### src/design/oma_pkg.sv
// Purpose: shared constants for the on-chip memory access port and its host
// Assumes: 8-bit register space on the link, 32-bit APB on the host side
// Notes:   link register offsets follow the device register map
package oma_pkg;
	localparam logic [7:0] ADDR_CTRL   = 8'h88;
	localparam logic [7:0] ADDR_MEM_HI = 8'h8b;
	localparam logic [7:0] ADDR_MEM_LO = 8'h8c;
	localparam logic [7:0] ADDR_ROM    = 8'h8f;
	localparam logic [7:0] ADDR_UNLOCK = 8'h90;
	localparam logic [7:0] ADDR_PAGE   = 8'h91;
	localparam logic [7:0] ADDR_CAP_HI = 8'hc7;
	localparam logic [7:0] ADDR_CAP_LO = 8'hc8;

	localparam logic [7:0] UNLOCK_KEY  = 8'hea;
	localparam logic [7:0] RESET_BYTE  = 8'h00;
	localparam int CTRL_PROG_BIT = 0;
	localparam int CTRL_SNAP_BIT = 1;
	localparam int CTRL_BUSY_BIT = 2;

	localparam int NUM_PAGES   = 6;
	localparam int PAGE_W      = 4;
	localparam int MEM_ADDR_W  = 12;
	localparam int CAP_W       = 10;
	localparam int BOOT_W      = 2;
	localparam int PROG_CYCLES = 16;

	localparam logic [11:0] HOST_CMD  = 12'h000;
	localparam logic [11:0] HOST_ARG  = 12'h004;
	localparam logic [11:0] HOST_STAT = 12'h008;

	typedef enum logic [1:0] {
		OP_WRITE = 2'b00,
		OP_READ  = 2'b01,
		OP_PROG  = 2'b10,
		OP_SNAP  = 2'b11
	} oma_op_t;
endpackage

### src/design/oma_link_if.sv
// Purpose: register transaction link between host controller and device
// Assumes: both ends on clk_sys; one strobe per cycle at most
// Notes:   txn_act high spans one bus transaction, start to stop
`timescale 1ns/1ps
interface oma_link_if;
	logic       txn_act;
	logic       addr_load;
	logic [7:0] reg_addr;
	logic       wr_stb;
	logic [7:0] wr_data;
	logic       rd_stb;
	logic       rd_valid;
	logic [7:0] rd_data;

	modport host (
		output txn_act,
		output addr_load,
		output reg_addr,
		output wr_stb,
		output wr_data,
		output rd_stb,
		input  rd_valid,
		input  rd_data
	);

	modport dev (
		input  txn_act,
		input  addr_load,
		input  reg_addr,
		input  wr_stb,
		input  wr_data,
		input  rd_stb,
		output rd_valid,
		output rd_data
	);
endinterface

### src/design/oma_dev.sv
// Purpose: device end - register file with rom stream window, program
//          unlock, snapshot page select and load-cap read-back
// Assumes: link strobes are synchronous to clk_sys
// Notes:   rom contents are a fixed pattern standing in for the mask rom
// How it works
// - first rom window read returns byte at pointer
// - direct or auto-incremented arrival both count first
// - later accesses advance rom pointer, read next
// - register address frozen on rom window afterwards
// - stream ends with transaction; next starts normal
// - program starts only right after unlock write
// - unlock key byte must be 0xea
// - page field picks snapshot target region
// - host writes only pages 0 to 5
// - six pages; two pins pick power-up page
// - load-cap setting read-only, split high/low
// - six configuration pages plus common region
// - host writes zero into reserved bits
// - memory pointer split low byte / high bits
`timescale 1ns/1ps
module oma_dev #(
	parameter int PROG_CYCLES = oma_pkg::PROG_CYCLES
) (
	input  wire logic                          clk_sys,
	input  wire logic                          reset,
	oma_link_if.dev                            link,
	input  wire logic [oma_pkg::CAP_W-1:0]     xo_cap_value,
	input  wire logic [oma_pkg::BOOT_W-1:0]    boot_sel_pins,
	output logic                               prog_pulse,
	output logic                               prog_busy,
	output logic                               snap_pulse,
	output logic [oma_pkg::PAGE_W-1:0]         snap_page,
	output logic [oma_pkg::BOOT_W-1:0]         boot_page
);
	import oma_pkg::*;

	logic [7:0]            reg_ptr_reg;
	logic                  rom_lock_reg;
	logic [MEM_ADDR_W-1:0] rom_addr_reg;
	logic [MEM_ADDR_W-1:0] mem_ptr_reg;
	logic [7:0]            unlock_reg;
	logic                  armed_reg;
	logic [PAGE_W-1:0]     page_reg;
	logic [7:0]            rd_data_reg;
	logic                  rd_valid_reg;
	logic [15:0]           busy_cnt_reg;
	logic                  prog_pulse_reg;
	logic                  snap_pulse_reg;
	logic [PAGE_W-1:0]     snap_page_reg;
	logic                  boot_taken_reg;
	logic [BOOT_W-1:0]     boot_page_reg;

	logic                  access;
	logic                  rom_hit;
	logic                  wr_reg;
	logic                  wr_ctrl;
	logic [MEM_ADDR_W-1:0] rom_now;
	logic [7:0]            rd_mux;
	logic                  busy;

	// stand-in mask rom pattern; a real part would place its table here
	function automatic logic [7:0] rom_byte(input logic [MEM_ADDR_W-1:0] a);
		rom_byte = a[7:0] ^ {a[11:8], a[11:8]};
	endfunction

	assign access  = link.txn_act & (link.wr_stb | link.rd_stb);
	assign rom_hit = (reg_ptr_reg == ADDR_ROM);
	// first access uses the pointer, later ones the next rom byte
	assign rom_now = rom_lock_reg ? rom_addr_reg + 12'h001
		: mem_ptr_reg;
	// writes into the rom window carry no data anywhere
	assign wr_reg  = link.txn_act & link.wr_stb & ~rom_hit;
	assign wr_ctrl = wr_reg & (reg_ptr_reg == ADDR_CTRL);
	assign busy    = (busy_cnt_reg != 16'h0000);

	// register pointer: set by the address phase, auto-increments unless
	// the rom window has taken over the transaction
	always_ff @(posedge clk_sys or posedge reset) begin
		if (reset) begin
			reg_ptr_reg <= 8'h00;
		end else if (link.txn_act & link.addr_load & ~rom_lock_reg) begin
			reg_ptr_reg <= link.reg_addr;
		end else if (access & ~rom_hit) begin
			reg_ptr_reg <= reg_ptr_reg + 8'h01;
		end
		// on the rom window the pointer simply holds
	end

	// rom streaming lock lives only while the transaction lasts
	always_ff @(posedge clk_sys or posedge reset) begin
		if (reset) begin
			rom_lock_reg <= 1'b0;
		end else if (~link.txn_act) begin
			rom_lock_reg <= 1'b0;
		end else if (access & rom_hit) begin
			rom_lock_reg <= 1'b1;
		end
	end

	always_ff @(posedge clk_sys or posedge reset) begin
		if (reset) begin
			rom_addr_reg <= '0;
		end else if (access & rom_hit) begin
			rom_addr_reg <= rom_now;
		end
	end

	// memory pointer, high nibble and low byte in separate registers
	always_ff @(posedge clk_sys or posedge reset) begin
		if (reset) begin
			mem_ptr_reg <= '0;
		end else if (wr_reg & (reg_ptr_reg == ADDR_MEM_HI)) begin
			mem_ptr_reg[11:8] <= link.wr_data[3:0];
		end else if (wr_reg & (reg_ptr_reg == ADDR_MEM_LO)) begin
			mem_ptr_reg[7:0] <= link.wr_data;
		end
	end

	always_ff @(posedge clk_sys or posedge reset) begin
		if (reset) begin
			unlock_reg <= RESET_BYTE;
		end else if (wr_reg & (reg_ptr_reg == ADDR_UNLOCK)) begin
			unlock_reg <= link.wr_data;
		end
	end

	// every register write re-decides the arm, so only an unlock write
	// with the key directly before the control write leaves it set
	always_ff @(posedge clk_sys or posedge reset) begin
		if (reset) begin
			armed_reg <= 1'b0;
		end else if (link.txn_act & link.wr_stb) begin
			armed_reg <= wr_reg & (reg_ptr_reg == ADDR_UNLOCK)
				& (link.wr_data == UNLOCK_KEY);
		end
	end

	always_ff @(posedge clk_sys or posedge reset) begin
		if (reset) begin
			page_reg <= '0;
		end else if (wr_reg & (reg_ptr_reg == ADDR_PAGE)) begin
			page_reg <= link.wr_data[PAGE_W-1:0];
		end
	end

	// program cycle: needs the arm, refused while a cycle still runs
	always_ff @(posedge clk_sys or posedge reset) begin
		if (reset) begin
			prog_pulse_reg <= 1'b0;
		end else begin
			prog_pulse_reg <= wr_ctrl & link.wr_data[CTRL_PROG_BIT]
				& armed_reg & ~busy;
		end
	end

	always_ff @(posedge clk_sys or posedge reset) begin
		if (reset) begin
			busy_cnt_reg <= 16'h0000;
		end else if (prog_pulse_reg) begin
			busy_cnt_reg <= 16'(PROG_CYCLES);
		end else if (busy) begin
			busy_cnt_reg <= busy_cnt_reg - 16'h0001;
		end
	end

	// snapshot to the selected page; an out-of-range page is dropped
	// rather than landing on the common region
	always_ff @(posedge clk_sys or posedge reset) begin
		if (reset) begin
			snap_pulse_reg <= 1'b0;
			snap_page_reg  <= '0;
		end else begin
			snap_pulse_reg <= wr_ctrl & link.wr_data[CTRL_SNAP_BIT] & ~busy
				& (page_reg < PAGE_W'(NUM_PAGES));
			if (wr_ctrl & link.wr_data[CTRL_SNAP_BIT]) begin
				snap_page_reg <= page_reg;
			end
		end
	end

	// power-up page strap, caught once on the first edge after release
	always_ff @(posedge clk_sys or posedge reset) begin
		if (reset) begin
			boot_taken_reg <= 1'b0;
			boot_page_reg  <= '0;
		end else if (~boot_taken_reg) begin
			boot_taken_reg <= 1'b1;
			boot_page_reg  <= boot_sel_pins;
		end
	end

	always_comb begin
		case (reg_ptr_reg)
			ADDR_CTRL: begin
				rd_mux = 8'h00;
				rd_mux[CTRL_BUSY_BIT] = busy;
			end
			ADDR_MEM_HI: begin
				rd_mux = {4'h0, mem_ptr_reg[11:8]};
			end
			ADDR_MEM_LO: begin
				rd_mux = mem_ptr_reg[7:0];
			end
			ADDR_ROM: begin
				rd_mux = rom_byte(rom_now);
			end
			ADDR_UNLOCK: begin
				rd_mux = unlock_reg;
			end
			ADDR_PAGE: begin
				rd_mux = {4'h0, page_reg};
			end
			ADDR_CAP_HI: begin
				rd_mux = {6'h00, xo_cap_value[9:8]};
			end
			ADDR_CAP_LO: begin
				rd_mux = xo_cap_value[7:0];
			end
			default: begin
				rd_mux = 8'h00;
			end
		endcase
	end

	always_ff @(posedge clk_sys or posedge reset) begin
		if (reset) begin
			rd_data_reg  <= RESET_BYTE;
			rd_valid_reg <= 1'b0;
		end else begin
			rd_valid_reg <= link.txn_act & link.rd_stb;
			if (link.txn_act & link.rd_stb) begin
				rd_data_reg <= rd_mux;
			end
		end
	end

	assign link.rd_data  = rd_data_reg;
	assign link.rd_valid = rd_valid_reg;
	assign prog_pulse    = prog_pulse_reg;
	assign prog_busy     = busy;
	assign snap_pulse    = snap_pulse_reg;
	assign snap_page     = snap_page_reg;
	assign boot_page     = boot_page_reg;
endmodule

### src/flat_wrapper.sv
// flat-port wrapper written by rule: the top's interface ports become plain ports
module oma_dev_flat import oma_pkg::*;
#(
	parameter int PROG_CYCLES = oma_pkg::PROG_CYCLES
)
  (clk_sys, reset, xo_cap_value, boot_sel_pins, prog_pulse, prog_busy, snap_pulse, snap_page, boot_page, link_txn_act, link_addr_load, link_reg_addr, link_wr_stb, link_wr_data, link_rd_stb, link_rd_valid, link_rd_data);
  oma_link_if link_i ();
  input  wire logic clk_sys;
  input  wire logic reset;
  input  wire logic [oma_pkg::CAP_W-1:0] xo_cap_value;
  input  wire logic [oma_pkg::BOOT_W-1:0] boot_sel_pins;
  output logic prog_pulse;
  output logic prog_busy;
  output logic snap_pulse;
  output logic [oma_pkg::PAGE_W-1:0] snap_page;
  output logic [oma_pkg::BOOT_W-1:0] boot_page;
  input wire logic [$bits(link_i.txn_act)-1:0] link_txn_act;
  input wire logic [$bits(link_i.addr_load)-1:0] link_addr_load;
  input wire logic [$bits(link_i.reg_addr)-1:0] link_reg_addr;
  input wire logic [$bits(link_i.wr_stb)-1:0] link_wr_stb;
  input wire logic [$bits(link_i.wr_data)-1:0] link_wr_data;
  input wire logic [$bits(link_i.rd_stb)-1:0] link_rd_stb;
  output wire logic [$bits(link_i.rd_valid)-1:0] link_rd_valid;
  output wire logic [$bits(link_i.rd_data)-1:0] link_rd_data;
  assign link_i.txn_act = link_txn_act;
  assign link_i.addr_load = link_addr_load;
  assign link_i.reg_addr = link_reg_addr;
  assign link_i.wr_stb = link_wr_stb;
  assign link_i.wr_data = link_wr_data;
  assign link_i.rd_stb = link_rd_stb;
  assign link_rd_valid = link_i.rd_valid;
  assign link_rd_data = link_i.rd_data;
  oma_dev #(.PROG_CYCLES(PROG_CYCLES)) u_core (.clk_sys(clk_sys), .reset(reset), .link(link_i), .xo_cap_value(xo_cap_value), .boot_sel_pins(boot_sel_pins), .prog_pulse(prog_pulse), .prog_busy(prog_busy), .snap_pulse(snap_pulse), .snap_page(snap_page), .boot_page(boot_page));
endmodule
### config.mk
export PLATFORM = sky130hd
export DESIGN_NAME = oma_dev_flat
export DESIGN_NICKNAME = d
export VERILOG_FILES = /design/src/design/oma_pkg.sv /design/src/design/oma_link_if.sv /design/src/design/oma_dev.sv /design/src/flat_wrapper.sv
export SDC_FILE = /design/constraint.sdc
export NUM_CORES = 1
export LEC_CHECK = 0
export BUFFER_PORTS_ARGS = -buffer_cell sky130_fd_sc_hd__buf_2
export CAP_MARGIN = 20
export CORE_ASPECT_RATIO = 1.2
export CORE_MARGIN = 2
export CORE_UTILIZATION = 59
export DETAILED_ROUTE_END_ITERATION = 8
export PLACE_DENSITY = 0.91
export SETUP_SLACK_MARGIN = 0.02
export SYNTH_ARGS = -nofsm -noshare
export SYNTH_HDL_FRONTEND = slang
export SYNTH_SLANG_ARGS = --single-unit
### constraint.sdc
create_clock -name clk_sys -period 3.45 [get_ports clk_sys]
set_input_delay 0.5175 -clock clk_sys [delete_from_list [all_inputs] [get_ports clk_sys]]
set_output_delay 0.5175 -clock clk_sys [all_outputs]
set_load 0.02 [all_outputs]
# Word level (Yosys, flattened, before mapping)
# Index checks and enable logic that the tools add are counted.
dict set report op_classes {
  bitwise_logic 26
  add_sub_neg 3
  order_cmp 1
  n_mux 8
  n_eq_ne 10
  n_reduce_logical 4
}
# cell count
set op_table {}
lappend op_table {{equality test 8 bit, second input constant} 9}
lappend op_table {{case mux 8 bit (8 select lines)} 1}
lappend op_table {{two-way mux 16 bit} 2}
lappend op_table {{bitwise AND 1 bit} 20}
lappend op_table {{two-way mux 8 bit} 2}
lappend op_table {{nonzero test 16 bit} 1}
lappend op_table {{subtractor 16 x 1 -> 16 bit, second input constant} 1}
lappend op_table {{adder 12 x 1 -> 12 bit, second input constant} 1}
lappend op_table {{two-way mux 12 bit} 1}
lappend op_table {{adder 8 x 1 -> 8 bit, second input constant} 1}
lappend op_table {{bitwise XOR 8 bit} 1}
lappend op_table {{less-than comparator 4 x 3 -> 1 bit, second input constant} 1}
lappend op_table {{NOT 1 bit} 4}
lappend op_table {{nonzero test 2 bit} 2}
lappend op_table {{two-way mux 1 bit} 2}
lappend op_table {{!= test 2 x 1 -> 1 bit, second input constant} 1}
lappend op_table {{AND reduction 2 bit} 1}
lappend op_table {{bitwise OR 1 bit} 1}
dict set report totals {
  elab_cells 68
  output_inout_bits 18
  ff_bits 80
}

# Longest topological paths before layout
dict set report depth {
  word_depth 7
  mapped_depth 8
  ltp_nobuf 7
}

# Least setup slack after synthesis
# Ideal clock, no wire load.
dict set report synth_path {
  path_type {register to register}
  from {register u_core.busy_cnt_reg[6]}
  to {register u_core.rd_data_reg[2] (netlist: u_core.link.rd_data[2])}
  path_buffers 0
  setup_time_ns 0.129
  slack_ns 1.259
  stages_incl_launch_ff 6
  required_time_ns 3.321
  arrival_ns 2.061
  cell_sequence {dfrtp_1 -> or4_4 -> nor3_4 -> nand4b_4 -> o2111a_1 -> o41a_1}
}
dict set report synth_via {
  elab_chain_len 2
}
# element line
set synth_lines {}
lappend synth_lines {{start: declaration} oma_dev.sv:46} ;# logic [15:0] busy_cnt_reg;
lappend synth_lines {{start signal: assignment} oma_dev.sv:160} ;# busy_cnt_reg <= 16'(PROG_CYCLES);
lappend synth_lines {{start signal: assignment} oma_dev.sv:162} ;# busy_cnt_reg <= busy_cnt_reg - 16'h0001;
lappend synth_lines {{nonzero test 16 bit} oma_dev.sv:74} ;# assign busy = (busy_cnt_reg != 16'h0000);
lappend synth_lines {{via prog_busy} flat_wrapper.sv:13} ;# output logic prog_busy;
lappend synth_lines {{case mux 8 bit (8 select lines)} oma_dev.sv:193} ;# case (reg_ptr_reg)
lappend synth_lines {{end signal: assignment} oma_dev.sv:232} ;# rd_data_reg <= rd_mux;
lappend synth_lines {{end: declaration} oma_dev.sv:44} ;# logic [7:0] rd_data_reg;
# The timed path passes the listed nets, and every way through them passes these cells.
# A chain may end at the register's enable or synchronous reset.

# Worst setup path in the final report
dict set report layout_path {
  from {register u_core.busy_cnt_reg[6]}
  to {output prog_busy}
}
dict set report layout_via {
  elab_chain_len 1
}
# element line
set layout_lines {}
lappend layout_lines {{nonzero test 16 bit} oma_dev.sv:74}
lappend layout_lines {{end: declaration} flat_wrapper.sv:13}
# No other way between the ends.

==> results by group <==
Run status
  • Status: complete, no violations

Critical path
  • R2R Setup Slk: 0.89 ns
  • Max Fanout on Critical Path: 8
  • Critical Path Start Type: flop
  • R2R cell count: 6
  • Req. time, crit path: 2.93 ns
  • Critical R2R Launch: u_core.reg_ptr_reg[0]$_DFFE_PP0P_
  • Critical path endpoint category: primary output
  • RR Endpoint: u_core.reg_ptr_reg[5]$_DFFE_PP0P_
  • Crit Path Class: flop to primary output
  • Critical Path AT: 2.09 ns

Synth
  • Post-synth ARST share: 100%
  • Yosys warns: 0
  • Top_reg_cell synth: dfrtp_1
  • Biggest area consumer among synthesized cells: dfrtp_1
  • Number of synthesized flops with an enable pin: 0
  • Synthesized cell area: 0.00453 sq mm
  • Top cells by area, synth: dfrtp_1 (44%), mux2_2 (7.2%), nor2_1 (3.6%), nand2_1 (3.6%), xor2_1 (3.5%)
  • Yosys top cell area share: 44.2%
  • Syn nets: 506
  • Seq/Total Area, Yosys: 44.2%
  • Yosys reg bits: 80
  • Cell count after synthesis: 467
  • Post-synth cell types: 62
  • Mean Syn Cell Area: 9.70 sq um

Routing
  • WL per Instance: 18.4 microns
  • Vias per cell: 6.55
  • Drt first-iter violations: 426
  • Routed wire length: 11100 microns
  • Drt drc: 0
  • Drt pass-1 iters: 5
  • Routed vias: 3964
  • Post-route ant nets: 0

Pwr
  • LEAKAGE: 2.28 nW
  • Pwr Total: 4.64 mW
  • PwrDens: 915 mW/mm^2
  • Largest vdd supply drop: 0.866 mV

CTS
  • Post-CTS Hold Buffers: 0
  • Clock slew at reported path FFs: 0.08 ns
  • Htree depth: 3
  • CTS sink cnt: 80
  • CTS buffer count: 9
  • Clock root buffer: clkbuf_8
  • Post-CTS sizing: 0
  • CTS tree: built
  • Clock Latency Late Sink: 0.35 ns
  • Clock buffer depth: 2
  • Postcts setup bufs: 0

Global route
  • Antenna violations before repair: 0
  • Grt ovf: 0
  • First-pass GRT wire length: 18300 microns
  • Vias in the first global route: 3710
  • GRT Total Usage: 27.2%
  • Pin count of the biggest net entering global routing: 53

Floorplanning
  • DIE AREA: 0.00839 sq mm
  • Die Y: 100 microns
  • Core ar.: 0.00758 sq mm
  • FP Rows: 35
  • Die width: 84.0 microns
  • Top Ports: 52
  • Starting Density: 59.8%

Timing
  • Setup TNS: 0 ns
  • Final setup fails: 0
  • Fmax: 383 MHz
  • Final period util: 75.7%
  • Final setup margin: 0.838 ns
  • Slew headroom: 33.1%
  • Final hold violation count: 0
  • Clock Skew: 0.00569 ns
  • RSZ-0062 raised after global routing: false
  • Slew Viols, Final: 0
  • Worst Max-Slew Pin Slew: 0.978 ns
  • Minimum clock period: 2.61 ns

Final layout
  • Fin nets: 548
  • P&R area growth vs syn: 12.0%
  • Most frequent cells in the layout: dfrtp_1 (80), buf_2 (51), nor2_1 (44), nand2_1 (43), mux2_2 (29)
  • Commonest non-fill, non-tap cell in the layout: dfrtp_1
  • Share of cells above drive strength 1: 21.2%
  • Max FFs per register: 16
  • N_diodes: 0
  • Core Util, Final: 66.9%
  • FILL cells: 589

Placed design
  • DP Wirelength: 7940 microns
  • IO buf count: 51
  • Worst slack at placement: 0.935 ns
  • RePlAce Congestion: 0.941

Min path
  • Hold Path Class: primary input to asynchronous set/reset pin

Run
  • # Max-Cap Violations: 0
==> critical path: stages (launching register included) <==
cell	delay [ns]
dfrtp_1	0.43
or4_4	0.58
nor3_4	0.26
nand4b_4	0.24
buf_2	0.24
==> how the worst max path moves through the flow <==
stage	cells past startpoint	startpoint	end
after floorplan	1	reset	u_core.armed_reg$_DFFE_PP0P_
after global placement	6	u_core.reg_ptr_reg[0]$_DFFE_PP0P_	u_core.reg_ptr_reg[7]$_DFFE_PP0P_
after detailed placement	6	u_core.reg_ptr_reg[0]$_DFFE_PP0P_	u_core.reg_ptr_reg[7]$_DFFE_PP0P_
after CTS	4	u_core.busy_cnt_reg[6]$_DFFE_PP0P_	prog_busy
after global routing	7	u_core.reg_ptr_reg[0]$_DFFE_PP0P_	u_core.link.rd_data[7]$_DFFE_PP0P_
final	4	u_core.busy_cnt_reg[6]$_DFFE_PP0P_	prog_busy
==> synthesized netlist by cell type, drive strengths merged (6+ instances only) <==
cell type	instances
a21oi	22
a22oi	10
and3	8
clkbuf	21
dfrtp	80
inv	11
mux2	29
mux2i	6
nand2	43
nand3	11
nand4b	8
nor2	44
nor3	13
o211ai	14
o21ai	27
o221ai	6
xnor2	8
xor2	18
==> cells by family (layout without fill, tap and decap cells) <==
group                      after synthesis  in the layout  synth area share (%)
other                                    1              1                0.0828
and+or+nand+nor                        170            170                  20.5
AOI/OAI and AO/OA                      113            113                  16.7
muxes                                   35             35                  8.54
buffers and inverters                   36             82                  3.07
xor gates and xnor gates                27             27                  5.53
DFF                                     80             80                  44.2
adders and majority gates                5              5                  1.38
==> power breakdown <==
group	internal, mW	switching (mW)	total [mW]	leakage, nW
Combinational	1.02	1.46	2.49	1.09
Clock	0.498	0.334	0.832	0.117
Sequential	1.13	0.191	1.32	1.07
==> layout make-up <==
| type | count | area [sq um] | share of cell area (%) |
|---|---|---|---|
| Multi-Input combinational cell | 351 | 2390 | 47.1 |
| Sequential cell | 80 | 2000 | 39.5 |
| Timing Repair Buffer | 55 | 285 | 5.63 |
| Clock buffer | 12 | 145 | 2.86 |
| Tap cell | 92 | 115 | 2.27 |
| Clock inverter | 3 | 90.1 | 1.78 |
| Inverter | 12 | 46.3 | 0.913 |
==> metrics by stage <==
stage | instances | area [sq um] | hold slack [ns]
global placement | 590 | 4840 | 0.472
CTS | 605 | 5070 | 0.349
floorplan | 467 | 4530 | 0.451
global route | 605 | 5070 | 0.389
detailed placement | 590 | 4840 | 0.483
finish | 605 | 5070 | 0.323
==> per-layer routing <==
metal | share of wire (%) | up-vias | GRT usage [%]
met5 | 0 | - | 0
met4 | 3.0 | 0 | 12.3
met2 | 50 | 212 | 44.4
li1 | - | 1800 | -
met1 | 40 | 1918 | 36.2
met3 | 7.4 | 34 | 4.44
Note: power is estimated with default switching activity, not from simulation.
